$ cat config.mk
export PLATFORM = sky130hd
export DESIGN_NAME = lelc_regs
export DESIGN_NICKNAME = d
export VERILOG_FILES = /design/src/lelc_pkg.sv /design/src/lelc_fs_gate.sv /design/src/lelc_regs.sv
export VERILOG_INCLUDE_DIRS = /design/src
export SDC_FILE = /design/constraint.sdc
export NUM_CORES = 1
export LEC_CHECK = 0
export ABC_AREA = 1
export BUFFER_PORTS_ARGS = -buffer_cell sky130_fd_sc_hd__buf_4
export CORE_MARGIN = 2
export CORE_UTILIZATION = 60
export CTS_CLUSTER_DIAMETER = 30
export DETAILED_ROUTE_END_ITERATION = 10
export PLACE_DENSITY = 0.82
export REMOVE_ABC_BUFFERS = 1
export SETUP_SLACK_MARGIN = 0.1
export SKIP_CTS_REPAIR_TIMING = 1
export SYNTH_ARGS = -nofsm -noshare
export SYNTH_HDL_FRONTEND = slang
export SYNTH_SLANG_ARGS = --single-unit
$ cat constraint.sdc
create_clock -name clk_sys -period 6.1 [get_ports clk_sys]
set_input_delay 1.22 -clock clk_sys [delete_from_list [all_inputs] [get_ports clk_sys]]
set_output_delay 1.22 -clock clk_sys [all_outputs]
set_load 0.05 [all_outputs]
$ cat src/lelc_params.svh
// Offsets, field positions, reset values and counts for the link error / lock register bank.
// Assumes inclusion by bare name from the package and modules.
`ifndef LELC_PARAMS_SVH
`define LELC_PARAMS_SVH
`define LELC_OFS_LINK_ERR    8'hB9
`define LELC_OFS_ENC_CRC     8'hBA
`define LELC_OFS_SPARE_BB    8'hBB
`define LELC_OFS_FV_MIN      8'hBC
`define LELC_OFS_SPARE_BD    8'hBD
`define LELC_OFS_PULLDOWN    8'hBE
`define LELC_OFS_SPARE_BF    8'hBF
`define LELC_BIT_WAIT_IGN    5
`define LELC_BIT_CNT_EN      4
`define LELC_THR_MSB         3
`define LELC_BIT_CRC_DIS     7
`define LELC_RST_WAIT_IGN    1'h1
`define LELC_RST_CNT_EN      1'h1
`define LELC_RST_THRESH      4'h3
`define LELC_RST_CRC_DIS     1'h1
`define LELC_RST_ENC_LOW     7'h03
`define LELC_RST_FV_MIN      8'h00
`define LELC_RST_SPARE_BB    8'h74
`define LELC_RST_SPARE_BD    8'h00
`define LELC_RST_PULLDOWN    7'h00
`define LELC_RST_SPARE_BF    8'h00
`define LELC_PIN_COUNT       7
`endif

$ cat src/lelc_pkg.sv
// Types shared by the link error / lock register bank and its frame-start gate.
// Assumes lelc_params.svh is on the include path.
`include "lelc_params.svh"
package lelc_pkg;
	// Register write/read request from the control port
	typedef struct packed {
		logic       wr;
		logic       rd;
		logic [7:0] addr;
		logic [7:0] wdata;
	} lelc_req_t;
	// Forward-link error indications, one cycle each
	typedef struct packed {
		logic parity_err;
		logic clock_err;
		logic ctrl_err;
	} lelc_link_err_t;
	typedef enum logic [1:0] {
		LELC_UNLOCKED,
		LELC_LOCKED
	} lelc_lock_t;
	typedef enum logic [1:0] {
		LELC_FV_IDLE,
		LELC_FV_COUNT,
		LELC_FV_SENT
	} lelc_fv_t;
endpackage

$ cat src/lelc_fs_gate.sv
// Frame-start gate for raw input mode: waits for a minimum frame-valid duration.
// Assumes frame_valid is synchronous to the pixel clock, one tick per link clock period.
`timescale 1ns/1ps
module lelc_fs_gate
	import lelc_pkg::*;
#(
	parameter int WIDTH = 8
)
(
	// Clock and reset
	input  wire logic             clk_sys,
	input  wire logic             rst_n,
	// Control
	input  wire logic             raw_mode,
	input  wire logic [WIDTH-1:0] min_time,
	input  wire logic             frame_valid_signal,
	// Result
	output logic                  frame_start_pulse
);
	typedef struct packed {
		lelc_fv_t         st;
		logic [WIDTH-1:0] cnt;
		logic             pulse;
	} lelc_fs_state_t;
	lelc_fs_state_t state_ff;
	lelc_fs_state_t nxt_state;
	always_comb
	begin
		nxt_state = state_ff;
		nxt_state.pulse = 1'b0;
		case (state_ff.st)
			LELC_FV_IDLE:
			begin
				nxt_state.cnt = '0;
				if (frame_valid_signal && raw_mode)
					nxt_state.st = LELC_FV_COUNT;
			end
			LELC_FV_COUNT:
			begin
				// Counts cycles already held active; start once minimum reached
				if (!frame_valid_signal)
					nxt_state.st = LELC_FV_IDLE;
				else if (WIDTH'(state_ff.cnt + 1'b1) >= min_time || state_ff.cnt == '1)
				begin
					nxt_state.pulse = 1'b1;
					nxt_state.st = LELC_FV_SENT;
				end
				else
					nxt_state.cnt = WIDTH'(state_ff.cnt + 1'b1);
			end
			LELC_FV_SENT:
			begin
				if (!frame_valid_signal)
					nxt_state.st = LELC_FV_IDLE;
			end
			default:
				nxt_state.st = LELC_FV_IDLE;
		endcase
	end
	always_ff @(posedge clk_sys or negedge rst_n)
	begin
		if (!rst_n)
			state_ff <= '{st: LELC_FV_IDLE, cnt: '0, pulse: 1'b0};
		else
			state_ff <= nxt_state;
	end
	assign frame_start_pulse = state_ff.pulse;
endmodule

$ cat src/lelc_regs.sv
// Link error / lock control register bank with error counter and pulldown control.
// Assumes clk_sys is the recovered pixel clock, the control port delivers one-cycle
// strobes on the same clock, and link error inputs are synchronous one-cycle pulses.
// Function
// - Ignore-bit set: errors during filter wait window are discarded by lock detection.
// - Count-enable bit, reset 1, lets link errors accumulate in the counter.
// - Counting enabled: lock lost when counter reaches 4-bit threshold, reset 3.
// - Counting disabled: first link error drops lock regardless of threshold.
// - Encoder control bit 7: 0 enables packet CRC check, resets to 1.
// - With CRC checking on, failed packets never update stored link information.
// - Raw mode: frame-start only after frame-valid held minimum link clock periods.
// - Pulldown on automatically when pin not output, unless disable bit set.
// - Seven pulldown disable bits, positions 6..0, reset 0.
`timescale 1ns/1ps
`include "lelc_params.svh"
module lelc_regs
	import lelc_pkg::*;
#(
	parameter int PINS = `LELC_PIN_COUNT
)
(
	// Clock and reset
	input  wire logic                 clk_sys,
	input  wire logic                 rst_n,
	// Register access from the control port
	input  lelc_pkg::lelc_req_t       req,
	output logic [7:0]                rdata,
	output logic                      rvalid,
	// Forward link status
	input  lelc_pkg::lelc_link_err_t  link_err,
	input  wire logic                 link_lock_raw,
	input  wire logic                 filter_wait_active,
	output logic                      lock_out,
	// Encoded link packets
	input  wire logic                 pkt_valid,
	input  wire logic                 pkt_crc_ok,
	input  wire logic [7:0]           pkt_info,
	output logic [7:0]                link_info,
	// Raw mode frame start
	input  wire logic                 raw_mode,
	input  wire logic                 frame_valid_signal,
	output logic                      frame_start,
	// Pin pulldowns
	input  wire logic [PINS-1:0]      pin_output_mode,
	output logic [PINS-1:0]           pin_pulldown_en
);
	typedef struct packed {
		logic            wait_ign;
		logic            cnt_en;
		logic [3:0]      thresh;
		logic            crc_dis;
		logic [6:0]      enc_low;
		logic [7:0]      spare_bb;
		logic [7:0]      fv_min;
		logic [7:0]      spare_bd;
		logic [PINS-1:0] pd_dis;
		logic [7:0]      spare_bf;
		logic [3:0]      err_cnt;
		lelc_lock_t      lock;
		logic [7:0]      info;
		logic [7:0]      rdata;
		logic            rvalid;
		logic [PINS-1:0] pd_en;
		logic            lock_flag;
	} lelc_state_t;
	lelc_state_t state_ff;
	lelc_state_t nxt_state;
	logic        fs_pulse;

	// Reserved bits and unmapped offsets read as zero
	function automatic logic [7:0] read_mux(input lelc_state_t s, input logic [7:0] a);
		logic [7:0] v;
		v = 8'h00;
		case (a)
			`LELC_OFS_LINK_ERR: v = {2'b00, s.wait_ign, s.cnt_en, s.thresh};
			`LELC_OFS_ENC_CRC:  v = {s.crc_dis, s.enc_low};
			`LELC_OFS_SPARE_BB: v = s.spare_bb;
			`LELC_OFS_FV_MIN:   v = s.fv_min;
			`LELC_OFS_SPARE_BD: v = s.spare_bd;
			`LELC_OFS_PULLDOWN: v = 8'(s.pd_dis);
			`LELC_OFS_SPARE_BF: v = s.spare_bf;
			default:            v = 8'h00;
		endcase
		return v;
	endfunction

	// Combinational helpers, recomputed every cycle
	logic any_err;
	logic counted_err;
	always_comb
	begin
		nxt_state = state_ff;
		nxt_state.rvalid = req.rd;
		// Read sees the old value when a write hits the same cycle
		nxt_state.rdata = req.rd ? read_mux(state_ff, req.addr) : state_ff.rdata;
		if (req.wr)
		begin
			case (req.addr)
				`LELC_OFS_LINK_ERR:
				begin
					nxt_state.wait_ign = req.wdata[`LELC_BIT_WAIT_IGN];
					nxt_state.cnt_en = req.wdata[`LELC_BIT_CNT_EN];
					nxt_state.thresh = req.wdata[`LELC_THR_MSB:0];
				end
				`LELC_OFS_ENC_CRC:
				begin
					nxt_state.crc_dis = req.wdata[`LELC_BIT_CRC_DIS];
					nxt_state.enc_low = req.wdata[6:0];
				end
				`LELC_OFS_SPARE_BB: nxt_state.spare_bb = req.wdata;
				`LELC_OFS_FV_MIN:   nxt_state.fv_min = req.wdata;
				`LELC_OFS_SPARE_BD: nxt_state.spare_bd = req.wdata;
				`LELC_OFS_PULLDOWN: nxt_state.pd_dis = req.wdata[PINS-1:0];
				`LELC_OFS_SPARE_BF: nxt_state.spare_bf = req.wdata;
				default: ;
			endcase
		end

		// All three forward-channel error kinds feed one counter
		any_err = link_err.parity_err | link_err.clock_err | link_err.ctrl_err;
		counted_err = any_err && !(state_ff.wait_ign && filter_wait_active);

		// Errors while unlocked are not counted; acquisition starts from zero
		case (state_ff.lock)
			LELC_UNLOCKED:
			begin
				if (link_lock_raw)
				begin
					nxt_state.lock = LELC_LOCKED;
					nxt_state.err_cnt = 4'h0;
				end
			end
			LELC_LOCKED:
			begin
				if (!link_lock_raw)
				begin
					nxt_state.lock = LELC_UNLOCKED;
					nxt_state.err_cnt = 4'h0;
				end
				else if (counted_err)
				begin
					if (!state_ff.cnt_en)
					begin
						nxt_state.lock = LELC_UNLOCKED;
						nxt_state.err_cnt = 4'h0;
					end
					else if (4'(state_ff.err_cnt + 1'b1) >= state_ff.thresh
						|| state_ff.err_cnt == 4'hF)
					begin
						// Threshold of 0 or 1 drops on the first counted error
						nxt_state.lock = LELC_UNLOCKED;
						nxt_state.err_cnt = 4'h0;
					end
					else
						nxt_state.err_cnt = 4'(state_ff.err_cnt + 1'b1);
				end
			end
			default:
				nxt_state.lock = LELC_UNLOCKED;
		endcase
		// Lock kept as its own flop so lock_out needs no decode
		nxt_state.lock_flag = (nxt_state.lock == LELC_LOCKED);

		// Packets failing CRC are dropped only while checking is enabled
		if (pkt_valid && (state_ff.crc_dis || pkt_crc_ok))
			nxt_state.info = pkt_info;

		// An output pin never gets the pulldown, whatever the disable bit
		nxt_state.pd_en = ~pin_output_mode & ~state_ff.pd_dis;
	end

	always_ff @(posedge clk_sys or negedge rst_n)
	begin
		if (!rst_n)
		begin
			state_ff <= '{
				wait_ign: `LELC_RST_WAIT_IGN,
				cnt_en:   `LELC_RST_CNT_EN,
				thresh:   `LELC_RST_THRESH,
				crc_dis:  `LELC_RST_CRC_DIS,
				enc_low:  `LELC_RST_ENC_LOW,
				spare_bb: `LELC_RST_SPARE_BB,
				fv_min:   `LELC_RST_FV_MIN,
				spare_bd: `LELC_RST_SPARE_BD,
				pd_dis:   PINS'(`LELC_RST_PULLDOWN),
				spare_bf: `LELC_RST_SPARE_BF,
				err_cnt:  4'h0,
				lock:     LELC_UNLOCKED,
				info:     8'h00,
				rdata:    8'h00,
				rvalid:   1'b0,
				// Pulldowns off until the first edge samples the pin modes
				pd_en:    '0,
				lock_flag: 1'b0
			};
		end
		else
			state_ff <= nxt_state;
	end

	// Registered gate so frame_start is a flop output
	lelc_fs_gate #(
		.WIDTH(8)
	) u_fs_gate (
		.clk_sys            (clk_sys),
		.rst_n              (rst_n),
		.raw_mode           (raw_mode),
		.min_time           (state_ff.fv_min),
		.frame_valid_signal (frame_valid_signal),
		.frame_start_pulse  (fs_pulse)
	);

	assign rdata           = state_ff.rdata;
	assign rvalid          = state_ff.rvalid;
	assign lock_out        = state_ff.lock_flag;
	assign link_info       = state_ff.info;
	assign frame_start     = fs_pulse;
	assign pin_pulldown_en = state_ff.pd_en;
endmodule

==> results of run 1 <==
-- critical path, cell delays in order, from the launching register on --
cell,delay [ps]
dfrtp_1,430
ha_1,210
nand2_1,70
nor2_1,230
nand4_1,120
nand2_1,100
inv_1,50
ha_1,260
nand2_1,90
a21oi_1,50
nor2_1,160
nand4_2,280
nand2_1,330
nand2_1,130
nand2_1,80
-- registers in the layout, indices dropped and copies added (netlist names) --
register and count:
u_fs_gate.frame_start_pulse 1, pin_pulldown_en 7, state_ff 59, u_fs_gate.state_ff 10
lock_out 1, rvalid 1, rdata 8, link_info 8
-- cell families (layout without fill, tap and decap cells) --
kind of cell	after synthesis	count (layout)	share of synthesized area (%)
mux	8	8	1.860
xor+xnor	5	5	0.9043
compound gates	65	65	6.975
other cells	1	1	0.07743
fa+ha+maj	14	14	3.617
simple gates	315	315	27.59
flops	95	95	49.37
buf+inv	93	143	9.610
-- per-stage QoR --
step / power (mW) / utilization (%) / hold slack [ps] / instances / setup WS (ps)
after floorplan: 0.7972 / - / 416.4 / 559 / 2857
after global placement: 0.8712 / 67.57 / 437.1 / 732 / 3251
after detailed placement: 0.8778 / 67.57 / 445.7 / 732 / 3196
after CTS: 1.280 / 70.05 / 458.5 / 748 / 3482
after global routing: 1.328 / 70.05 / 487.6 / 748 / 3149
final: 1.272 / 70.05 / 453.7 / 748 / 3445
-- where the power goes --
group / internal [mW] / switching (mW) / total (mW)
Clock: 0.178 / 0.229 / 0.407
Sequential: 0.663 / 0.0191 / 0.683
Combinational: 0.0611 / 0.121 / 0.182
Total: 0.902 / 0.370 / 1.27
-- cell usage in the layout, fill, tap and decap left out --
master | Yosys | routed
mux2_2 | 8 | 8
a21oi_1 | 1 | 1
o31ai_1 | 1 | 1
nand3_4 | 1 | 1
a21boi_0 | 3 | 3
nor2_1 | 55 | 55
nor3_2 | 1 | 1
ha_1 | 14 | 14
nand3_1 | 71 | 71
o21ai_0 | 44 | 44
nand2_2 | 1 | 1
inv_8 | 0 | 1
nor3_4 | 1 | 1
xor2_1 | 3 | 3
clkbuf_1 | 2 | 1
dfrtp_1 | 84 | 84
nand4_2 | 1 | 1
buf_4 | 24 | 71
nor3_1 | 3 | 3
conb_1 | 1 | 1
dfstp_2 | 11 | 11
o21ai_1 | 15 | 15
nand4_1 | 1 | 1
clkinv_4 | 0 | 1
xnor2_1 | 2 | 2
nor2_2 | 2 | 2
nand2_1 | 176 | 176
inv_6 | 0 | 2
nand3_2 | 1 | 1
inv_1 | 56 | 56
a21o_1 | 1 | 1
clkbuf_8 | 0 | 11
nor3b_1 | 1 | 1
-- synthesized netlist by cell type, types with 2 or more instances --
| master | n |
|---|---|
| a21boi_0 | 3 |
| buf_2 | 9 |
| buf_4 | 24 |
| buf_6 | 2 |
| clkbuf_1 | 2 |
| dfrtp_1 | 84 |
| dfstp_2 | 11 |
| ha_1 | 14 |
| inv_1 | 56 |
| mux2_2 | 8 |
| nand2_1 | 176 |
| nand3_1 | 71 |
| nor2_1 | 55 |
| nor2_2 | 2 |
| nor3_1 | 3 |
| o21ai_0 | 44 |
| o21ai_1 | 15 |
| xnor2_1 | 2 |
| xor2_1 | 3 |
-- layer usage --
| metal | vias to the layer above | wire length, um |
|---|---|---|
| met5 | - | 0 |
| met4 | 0 | 278 |
| met3 | 23 | 664 |
| met2 | 128 | 5006 |
| met1 | 1880 | 4462 |
| li1 | 1974 | - |
-- worst max-delay path by stage --
stage	start	endpoint	slack, ps	depth (start not counted)
2_1_floorplan	req[15]	state_ff[70]	2860	4
3_3_place_gp	req[14]	state_ff[63]	3250	7
6_report	u_fs_gate.state_ff[1]	u_fs_gate.state_ff[3]	3440	14
5_1_grt	u_fs_gate.state_ff[1]	u_fs_gate.state_ff[3]	3150	14
3_5_place_dp	req[14]	state_ff[72]	3200	5
4_1_cts	u_fs_gate.state_ff[1]	u_fs_gate.state_ff[3]	3480	14
-- area by class of cell --
class                      instances  area, um2  share of cell area (%)
clock buffer                      12      155.1                   2.851
clock inverter                     4      37.54                  0.6898
inverter                          56      210.2                   3.863
multi-input combinational        408       1987                   36.51
sequential                        95       2391                   43.94
tap                              102      127.6                   2.345
timing repair buffer              71      533.0                   9.795
==> summary.txt, run 1 <==
Synthesis
  – Post-synth top area share: 43.40%
  – Yosys cell types: 31
  – Yosys top cell by area: dfrtp_1
  – Yosys warning total: 0
  – Syn Std Cell Area: 4843 um2
  – Cells after Synth: 596
  – Syn avg cell area: 8.127 um2
  – Largest cells by area after synthesis: dfrtp_1 43%, nand2_1 14%, nand3_1 7.3%
  – Post-synth EDFFs: 0
  – Sequential area share after synthesis: 49.37%
  – Top FF cell, synth: dfrtp_1
  – Seq cells post-synth: 95
  – FFs w/ async S/R, synth: 100.0%

Placement
  – HPWL after DPL: 7.514 mm
  – GP Congestion: 0.8712
  – PortBufs: 69
  – DP Area: 5249 um2

Clocking
  – Clock root buffer master: clkbuf_8
  – CTS sink count: 95
  – CTS buffer count: 9
  – Clk_lat worst skew: 370 ps
  – CTS tree: done
  – Clock-pin slew on the worst setup and hold paths: 100 ps
  – H-Tree Level Count: 3
  – Clock tree buffer depth: 2

Setup path
  – Reg-to-reg critical path endpoint: u_fs_gate.state_ff[3]
  – Crit start category: flop
  – Critical Path AT: 2960 ps
  – Critical path class: reg2reg
  – Crit path capture type: flop
  – Critical Path RT: 6400 ps
  – R2R depth: 14
  – Worst r2r src: u_fs_gate.state_ff[1]
  – CP Max Fanout: 9
  – FF-to-FF setup slack: 3440 ps

Drt
  – Antenna Nets Post-Route: 0
  – DRC Markers: 0
  – DR vias: 4,005
  – Starting DRC count in detailed routing: 303
  – WL final: 10.41 mm
  – Routed wire length per instance: 13.92 um
  – Pre-antenna DRT Iters: 5
  – Vias per std cell: 5.354

Global route
  – Largest net degree at the start of global routing: 55
  – GRT busiest layer: met2
  – Initial antenna violation count: 0
  – First-pass GRT wire length: 18.06 mm
  – Number of global-route vias before repair: 4,026
  – Total Routing Usage GR: 26.13%
  – GR Util met1: 33.73%
  – Met3 global-route usage: 5.297%
  – GRT met2 Usage: 42.86%
  – Congestion Overflow GR: 0

Die
  – Die W: 93.85 um
  – Initial Util: 62.36%
  – Core ar.: 7767 um2
  – I/O pin count: 70
  – Die extent in y: 93.85 um
  – Rows: 32
  – Die area: 8807 um2

Min path
  – Hold WC Path Type: reg2reg
  – WHS Path Cells: 1
  – Hold path start: state_ff[44]
  – Hold EP: pin_pulldown_en[5]

STA
  – TNS Setup: 0 ps
  – Worst slew pin tran: 712.4 ps
  – Slew Limit Fails: 0
  – Final Hold Viols: 0
  – Clk_skew: 14.34 ps
  – Final setup violation count: 0
  – Part of the cycle the worst path needs: 43.53%
  – Max-slew headroom: 52.19%
  – Max Fclk: 376.6 MHz
  – Final min period: 2655 ps
  – RSZ-0062 raised after global routing: no

Job
  – Max Cap Viol: 0

Cells and area
  – P&R area growth vs syn: 12.35%
  – Final net count: 699
  – Fin area: 5441 um2
  – N_diodes: 0
  – Layout cells sized above 1: 17.49%
  – Fill count: 627

Status
  – Status: completed

Pwr
  – Peak supply drop: 173.0 uV
  – Pwr Density: 233.7 nW/um2
  – Pleak: 2.831 nW
Power figures use the tool's default switching activity.
==> run 2: changes to the inputs <==
ABC_AREA = 0   (was 1)
CORE_UTILIZATION = 57   (was 60)
PLACE_DENSITY = 0.79   (was 0.82)
clock period = 2.45 ns   (was 6.1 ns; I/O delays follow)
==> run 2 against run 1 <==
Hold slack worse by 350 ps. Fmax up 1.6%. Synthesized cell count down 36%. Clock-buffer cell count up 1. Routed wire length down 2.4%. The run now ends with setup timing left. Setup slack worse by 3600 ps. Register-to-register slack worse by 3600 ps. Critical path type unchanged.
==> summary.txt, run 2 <==
Status
  – Status: finished, violations left (was completed)
  – Violated checks: setup timing

Drt
  – Metal3 WL: 419 um (was 664 um)
  – Starting DRC count in detailed routing: 172 (was 303)
  – Top layer in use: met4 (unchanged)
  – WL final: 10.16 mm (was 10.41 mm)
  – Antenna Nets Post-Route: 0 (unchanged)
  – Pre-antenna DRT Iters: 5 (unchanged)
  – Routed wire length per instance: 17.85 um (was 13.92 um)
  – Met2 WL: 5.250 mm (was 5.006 mm)
  – DRC Markers: 0 (unchanged)
  – DR vias: 3,257 (was 4,005)
  – Met1 wire length: 4.164 mm (was 4.462 mm)
  – Vias per std cell: 5.724 (was 5.354)

Setup path
  – Crit start category: flop (unchanged)
  – Crit path capture type: flop (unchanged)
  – Critical path class: reg2reg (unchanged)
  – R2R depth: 10 (was 14)
  – Critical Path RT: 2700 ps (was 6400 ps)
  – CP Max Fanout: 6 (was 9)
  – FF-to-FF setup slack: -160 ps (was 3440 ps)
  – Critical Path AT: 2860 ps (was 2960 ps)

Global route
  – Total Routing Usage GR: 24.08% (was 26.13%)
  – Initial antenna violation count: 0 (unchanged)
  – Number of global-route vias before repair: 3,231 (was 4,026)
  – First-pass GRT wire length: 16.28 mm (was 18.06 mm)
  – Congestion Overflow GR: 0 (unchanged)
  – Largest net degree at the start of global routing: 43 (was 55)

Clocking
  – Clock tree buffer depth: 2 (unchanged)
  – CTS tree: done (unchanged)
  – H-Tree Level Count: 3 (unchanged)
  – Clk_lat worst skew: 360 ps (was 370 ps)
  – Clock root buffer master: clkbuf_8 (unchanged)
  – CTS buffer count: 9 (unchanged)
  – CTS sink count: 95 (unchanged)
  – Clock-pin slew on the worst setup and hold paths: 90 ps (was 100 ps)

Cells and area
  – N_diodes: 0 (unchanged)
  – Final Util: 68.99% (was 70.05%)
  – Fill count: 592 (was 627)
  – Leading cell type in the layout, fill and taps excluded: buf_4 (was nand2_1)
  – Post-Layout Cell Count: 569 (was 748)
  – Most frequent cells in the layout: 95 x buf_4, 84 x dfrtp_1, 69 x mux2_2, 25 x nand2_1, 20 x nor2_1 (was 176 x nand2_1, 84 x dfrtp_1, 71 x nand3_1, 71 x buf_4, 56 x inv_1)
  – P&R area growth vs syn: 18.41% (was 12.35%)
  – Biggest regs: state_ff: 59 flops, u_fs_gate.state_ff: 10 flops (unchanged)
  – Max reg flops: 59 (unchanged)
  – Layout cells sized above 1: 46.34% (was 17.49%)
  – Top reg by flops: state_ff (unchanged)
  – Final net count: 517 (was 699)

Pwr
  – NetSw: 0.8677 mW (was 0.3696 mW)
  – Switching Fraction: 25.97% (was 29.06%)
  – Sequential Power Share: 50.8% (was 53.7%)
  – PnR Total Power: 3.341 mW (was 1.272 mW)
  – Logic pwr share: 15.3% (was 14.3%)
  – Pint: 2.473 mW (was 0.9021 mW)
  – Clock network power share: 33.9% (was 32.0%)
  – Peak supply drop: 311.1 uV (was 173.0 uV)
  – Pwr Density: 592.2 nW/um2 (was 233.7 nW/um2)
  – Pleak: 2.678 nW (was 2.831 nW)

STA
  – Final min period: 2612 ps (was 2655 ps)
  – Max Fclk: 382.8 MHz (was 376.6 MHz)
  – Part of the cycle the worst path needs: 106.6% (was 43.53%)
  – Final Hold Viols: 0 (unchanged)
  – Final setup violation count: 9 (was 0)
  – Clk_skew: 8.382 ps (was 14.34 ps)
  – Max-slew headroom: 55.81% (was 52.19%)
  – Worst slew pin tran: 658.4 ps (was 712.4 ps)
  – Final WS setup: -162.2 ps (was 3445 ps)
  – RSZ-0062 raised after global routing: yes (was no)
  – Slew Limit Fails: 0 (unchanged)
  – WHS: 106.1 ps (was 453.7 ps)

Die
  – Die W: 95.42 um (was 93.85 um)
  – Die area: 9104 um2 (was 8807 um2)
  – Initial Util: 58.26% (was 62.36%)
  – Core ar.: 8175 um2 (was 7767 um2)
  – Die extent in y: 95.42 um (was 93.85 um)
  – Rows: 33 (was 32)
  – I/O pin count: 70 (unchanged)

Synthesis
  – Post-synth EDFFs: 0 (unchanged)
  – Syn Std Cell Area: 4763 um2 (was 4843 um2)
  – Most common cell in the netlist: dfrtp_1 (was nand2_1)
  – Sequential area share after synthesis: 50.20% (was 49.37%)
  – Synth cell count leaders: 84 x dfrtp_1, 69 x mux2_2, 25 x nand2_1 (was 176 x nand2_1, 84 x dfrtp_1, 71 x nand3_1)
  – FFs w/ async S/R, synth: 100.0% (unchanged)
  – Largest cells by area after synthesis: dfrtp_1 44%, mux2_2 16%, dfstp_2 6.1% (was dfrtp_1 43%, nand2_1 14%, nand3_1 7.3%)
  – Cells after Synth: 384 (was 596)
  – Post-synth top area share: 44.13% (was 43.40%)
  – Seq cells post-synth: 95 (unchanged)
  – Yosys top cell by area: dfrtp_1 (unchanged)
  – Top FF cell, synth: dfrtp_1 (unchanged)
  – Syn avg cell area: 12.40 um2 (was 8.127 um2)
  – Yosys warning total: 0 (unchanged)
  – Yosys cell types: 51 (was 31)

Placement
  – Inst Count DP: 547 (was 732)
  – GP Congestion: 0.8786 (was 0.8712)
  – PortBufs: 69 (unchanged)
  – HPWL after DPL: 7.536 mm (was 7.514 mm)

Min path
  – Hold WC Path Type: in2async (was reg2reg)

Job
  – Max Cap Viol: 0 (unchanged)
## run 2: path summary, 6_finish.rpt
| path | end | start |
|---|---|---|
| setup / recovery | u_fs_gate.state_ff[10] | u_fs_gate.state_ff[5] |
| hold / removal | state_ff[76] | rst_n |
| setup reg to reg | u_fs_gate.state_ff[10] | u_fs_gate.state_ff[5] |
| hold reg to reg | pin_pulldown_en[6] | state_ff[45] |
| max in group asynchronous | state_ff[82] | rst_n |
| min in group clk_sys | pin_pulldown_en[6] | pin_output_mode[6] |
## run 2: stage by stage
step                setup slack [ps]  cell area [um2]  setup TNS (ps)
finish                        -162.2             5640           -1231
global route                  -243.4             5640           -2098
CTS                           -159.7             5583           -1212
detailed placement            -140.2             5366           -1066
global placement              -2.432             5366          -12.10
floorplan                     -51.71             4547          -402.6
## run 2: power by group through the flow
stage          registers, mW  clock network, mW  logic [mW]
4_1_cts                 1.70               1.15       0.506
3_5_place_dp            1.73                  0       0.505
5_1_grt                 1.71               1.22       0.549
6_report                1.70               1.13       0.511
3_3_place_gp            1.72                  0       0.491
2_1_floorplan           1.82                  0       0.187
## run 2: layout make-up
type                            instances  area [um2]  area share [%]
Sequential cell                        95        2391           42.39
Inverter                               19       71.32           1.264
Tap cell                              105       131.4           2.329
Clock inverter                          3       67.56           1.198
Clock buffer                           13       148.9           2.640
Timing Repair Buffer                   96       733.2           13.00
Multi-Input combinational cell        238        2097           37.18
## run 2: logic make-up (layout without fill, tap and decap cells)
| logic type | count (synthesis) | count (layout) | share of synthesized area [%] |
|---|---|---|---|
| xor gates and xnor gates | 7 | 7 | 1.287 |
| DFF | 95 | 95 | 50.20 |
| AOI/OAI and AO/OA | 47 | 47 | 7.644 |
| muxes | 86 | 86 | 21.72 |
| adders and majority gates | 14 | 14 | 3.677 |
| other | 1 | 1 | 0.07873 |
| buffers and inverters | 51 | 131 | 6.042 |
| and+or+nand+nor | 83 | 83 | 9.351 |
## run 2: critical path, cell delays in order (launching register included)
cell     delay [ps]
dfrtp_1         380
and4_4          250
nand4_1         160
xnor2_2         190
ha_1            320
and3_4          160
a221o_1         350
a41oi_4         300
buf_4           170
a21oi_2          40
o21a_1          190
## run 2: routing by layer
layer	track usage (%)	vias up
met2	40.26	92
li1	-	1494
met3	4.190	28
met5	0	-
met1	30.74	1643
met4	10.95	0
==> run 3: changes to the inputs <==
RECOVER_POWER = 25   (was unset)
REMOVE_ABC_BUFFERS = unset   (was 1)
==> run 3 against run 2 <==
The flow still finishes with violations (setup timing). Combinational power is 3% lower. Fmax rose by 1.1%. Register-to-register slack improved by 30 ps. Largest cell class unchanged. Largest power group unchanged.
==> summary.txt, run 3 (synthesis gave the netlist of run 2 again) <==
Clocking
  – Clock root buffer master: clkbuf_8 (unchanged)
  – CTS buffer count: 9 (unchanged)
  – H-Tree Level Count: 3 (unchanged)
  – CTS sink count: 95 (unchanged)
  – Clock tree buffer depth: 2 (unchanged)
  – CTS tree: done (unchanged)
  – Clock-pin slew on the worst setup and hold paths: 100 ps (was 90 ps)
  – Clk_lat worst skew: 370 ps (was 360 ps)

Placement
  – GP Congestion: 0.8353 (was 0.8786)
  – DP Area: 5304 um2 (was 5366 um2)
  – HPWL after DPL: 6.828 mm (was 7.536 mm)
  – PortBufs: 69 (unchanged)

STA
  – Max Fclk: 387.0 MHz (was 382.8 MHz)
  – Final min period: 2584 ps (was 2612 ps)
  – Part of the cycle the worst path needs: 105.5% (was 106.6%)
  – Final Hold Viols: 0 (unchanged)
  – Slew Limit Fails: 0 (unchanged)
  – WHS: 242.7 ps (was 106.1 ps)
  – Final WS setup: -134.2 ps (was -162.2 ps)
  – Worst slew pin tran: 1161 ps (was 658.4 ps)
  – Final setup violation count: 10 (was 9)
  – RSZ-0062 raised after global routing: yes (unchanged)
  – Max-slew headroom: 22.61% (was 55.81%)
  – TNS Setup: -1165 ps (was -1231 ps)
  – Clk_skew: 13.16 ps (was 8.382 ps)

Pwr
  – Pleak: 2.612 nW (was 2.678 nW)
  – PnR Total Power: 3.281 mW (was 3.341 mW)
  – Pwr Density: 592.7 nW/um2 (was 592.2 nW/um2)
  – Peak supply drop: 351.8 uV (was 311.1 uV)

Drt
  – WL final: 9.473 mm (was 10.16 mm)
  – DRC Markers: 0 (unchanged)
  – Routed wire length per instance: 16.98 um (was 17.85 um)
  – Vias per std cell: 5.622 (was 5.724)
  – Starting DRC count in detailed routing: 118 (was 172)
  – DR vias: 3,137 (was 3,257)
  – Antenna Nets Post-Route: 0 (unchanged)
  – Pre-antenna DRT Iters: 4 (was 5)

Global route
  – Congestion Overflow GR: 0 (unchanged)
  – Number of global-route vias before repair: 3,213 (was 3,231)
  – Initial antenna violation count: 0 (unchanged)
  – Total Routing Usage GR: 22.52% (was 24.08%)
  – GRT met2 Usage: 38.15% (was 40.26%)
  – GR Util met1: 29.14% (was 30.74%)
  – Largest net degree at the start of global routing: 54 (was 43)
  – GRT busiest layer: met2 (unchanged)
  – First-pass GRT wire length: 15.31 mm (was 16.28 mm)
  – Met3 global-route usage: 4.190% (unchanged)

Die
  – Rows: 33 (unchanged)
  – Die W: 95.42 um (unchanged)
  – Core ar.: 8175 um2 (unchanged)
  – Initial Util: 58.26% (unchanged)
  – Die area: 9104 um2 (unchanged)
  – Die extent in y: 95.42 um (unchanged)
  – I/O pin count: 70 (unchanged)

Setup path
  – Crit start category: flop (unchanged)
  – Critical path class: reg2reg (unchanged)
  – Critical Path RT: 2700 ps (about the same)
  – Critical Path AT: 2840 ps (was 2860 ps)
  – CP Max Fanout: 7 (was 6)
  – Crit path capture type: flop (unchanged)

Job
  – Max Cap Viol: 0 (unchanged)

Cells and area
  – Final Util: 67.71% (was 68.99%)
  – N_diodes: 0 (unchanged)
  – Top reg by flops: state_ff (unchanged)
  – Max reg flops: 59 (unchanged)
  – Layout cells sized above 1: 45.92% (was 46.34%)
  – P&R area growth vs syn: 16.21% (was 18.41%)
  – Most frequent cells in the layout: 83 x dfrtp_1, 82 x buf_4, 69 x mux2_2, 25 x nand2_1, 20 x nor2_1 (was 95 x buf_4, 84 x dfrtp_1, 69 x mux2_2, 25 x nand2_1, 20 x nor2_1)
  – Biggest regs: state_ff: 59 flops, u_fs_gate.state_ff: 10 flops (unchanged)
  – Fin area: 5535 um2 (was 5640 um2)
  – Leading cell type in the layout, fill and taps excluded: dfrtp_1 (was buf_4)
  – Final net count: 506 (was 517)

Status
  – Status: finished, violations left (unchanged)
  – Violated checks: setup timing (unchanged)

Min path
  – Hold WC Path Type: in2reg (was in2async)

Synthesis
  – Syn_nets: 442
run 3: final cells by class:
type / instances / area [um2]
clock inverter: 7 / 86.33
clock buffer: 9 / 123.9
tap: 105 / 131.4
sequential: 95 / 2392
fill: 616 / 2640
inverter: 19 / 71.32
multi-input combinational: 238 / 2101
timing repair buffer: 85 / 629.4
run 3: routing by layer:
metal	share of wire [%]	wire length [um]
met4	1.7	161
met1	44	4143
met5	0	0
met3	4.4	421
met2	50	4747
run 3: path summary, 6_finish.rpt:
check | endpoint | cells after the start | from | slack [ps]
max | u_fs_gate.state_ff[6] | 9 | u_fs_gate.state_ff[4] | -130
min | pin_pulldown_en[2] | 2 | pin_output_mode[2] | 240
max reg2reg | u_fs_gate.state_ff[6] | 9 | u_fs_gate.state_ff[4] | -130
min reg2reg | pin_pulldown_en[4] | 1 | state_ff[43] | 450
max in group asynchronous | u_fs_gate.state_ff[1] | 2 | rst_n | 420
min in group asynchronous | u_fs_gate.state_ff[8] | 1 | rst_n | 280
run 3: power by group:
part	internal (mW)	switching (mW)	total (mW)
clock network	0.493	0.597	1.09
registers	1.65	0.0468	1.70
logic	0.209	0.286	0.494
run 3: stage by stage:
step	worst slack (ps)	std cells
after floorplan	30.20	384
after global placement	18.25	538
after detailed placement	-121.0	538
after CTS	-136.0	554
after global routing	-236.1	558
final	-134.2	558
run 3: critical path: stages (launching register included):
cell	delay, ps
dfrtp_1	380
and4_4	240
nand4_1	160
xnor2_2	230
ha_1	290
and3_4	160
a221o_1	350
a41oi_4	290
nand3_4	210
mux2i_1	170
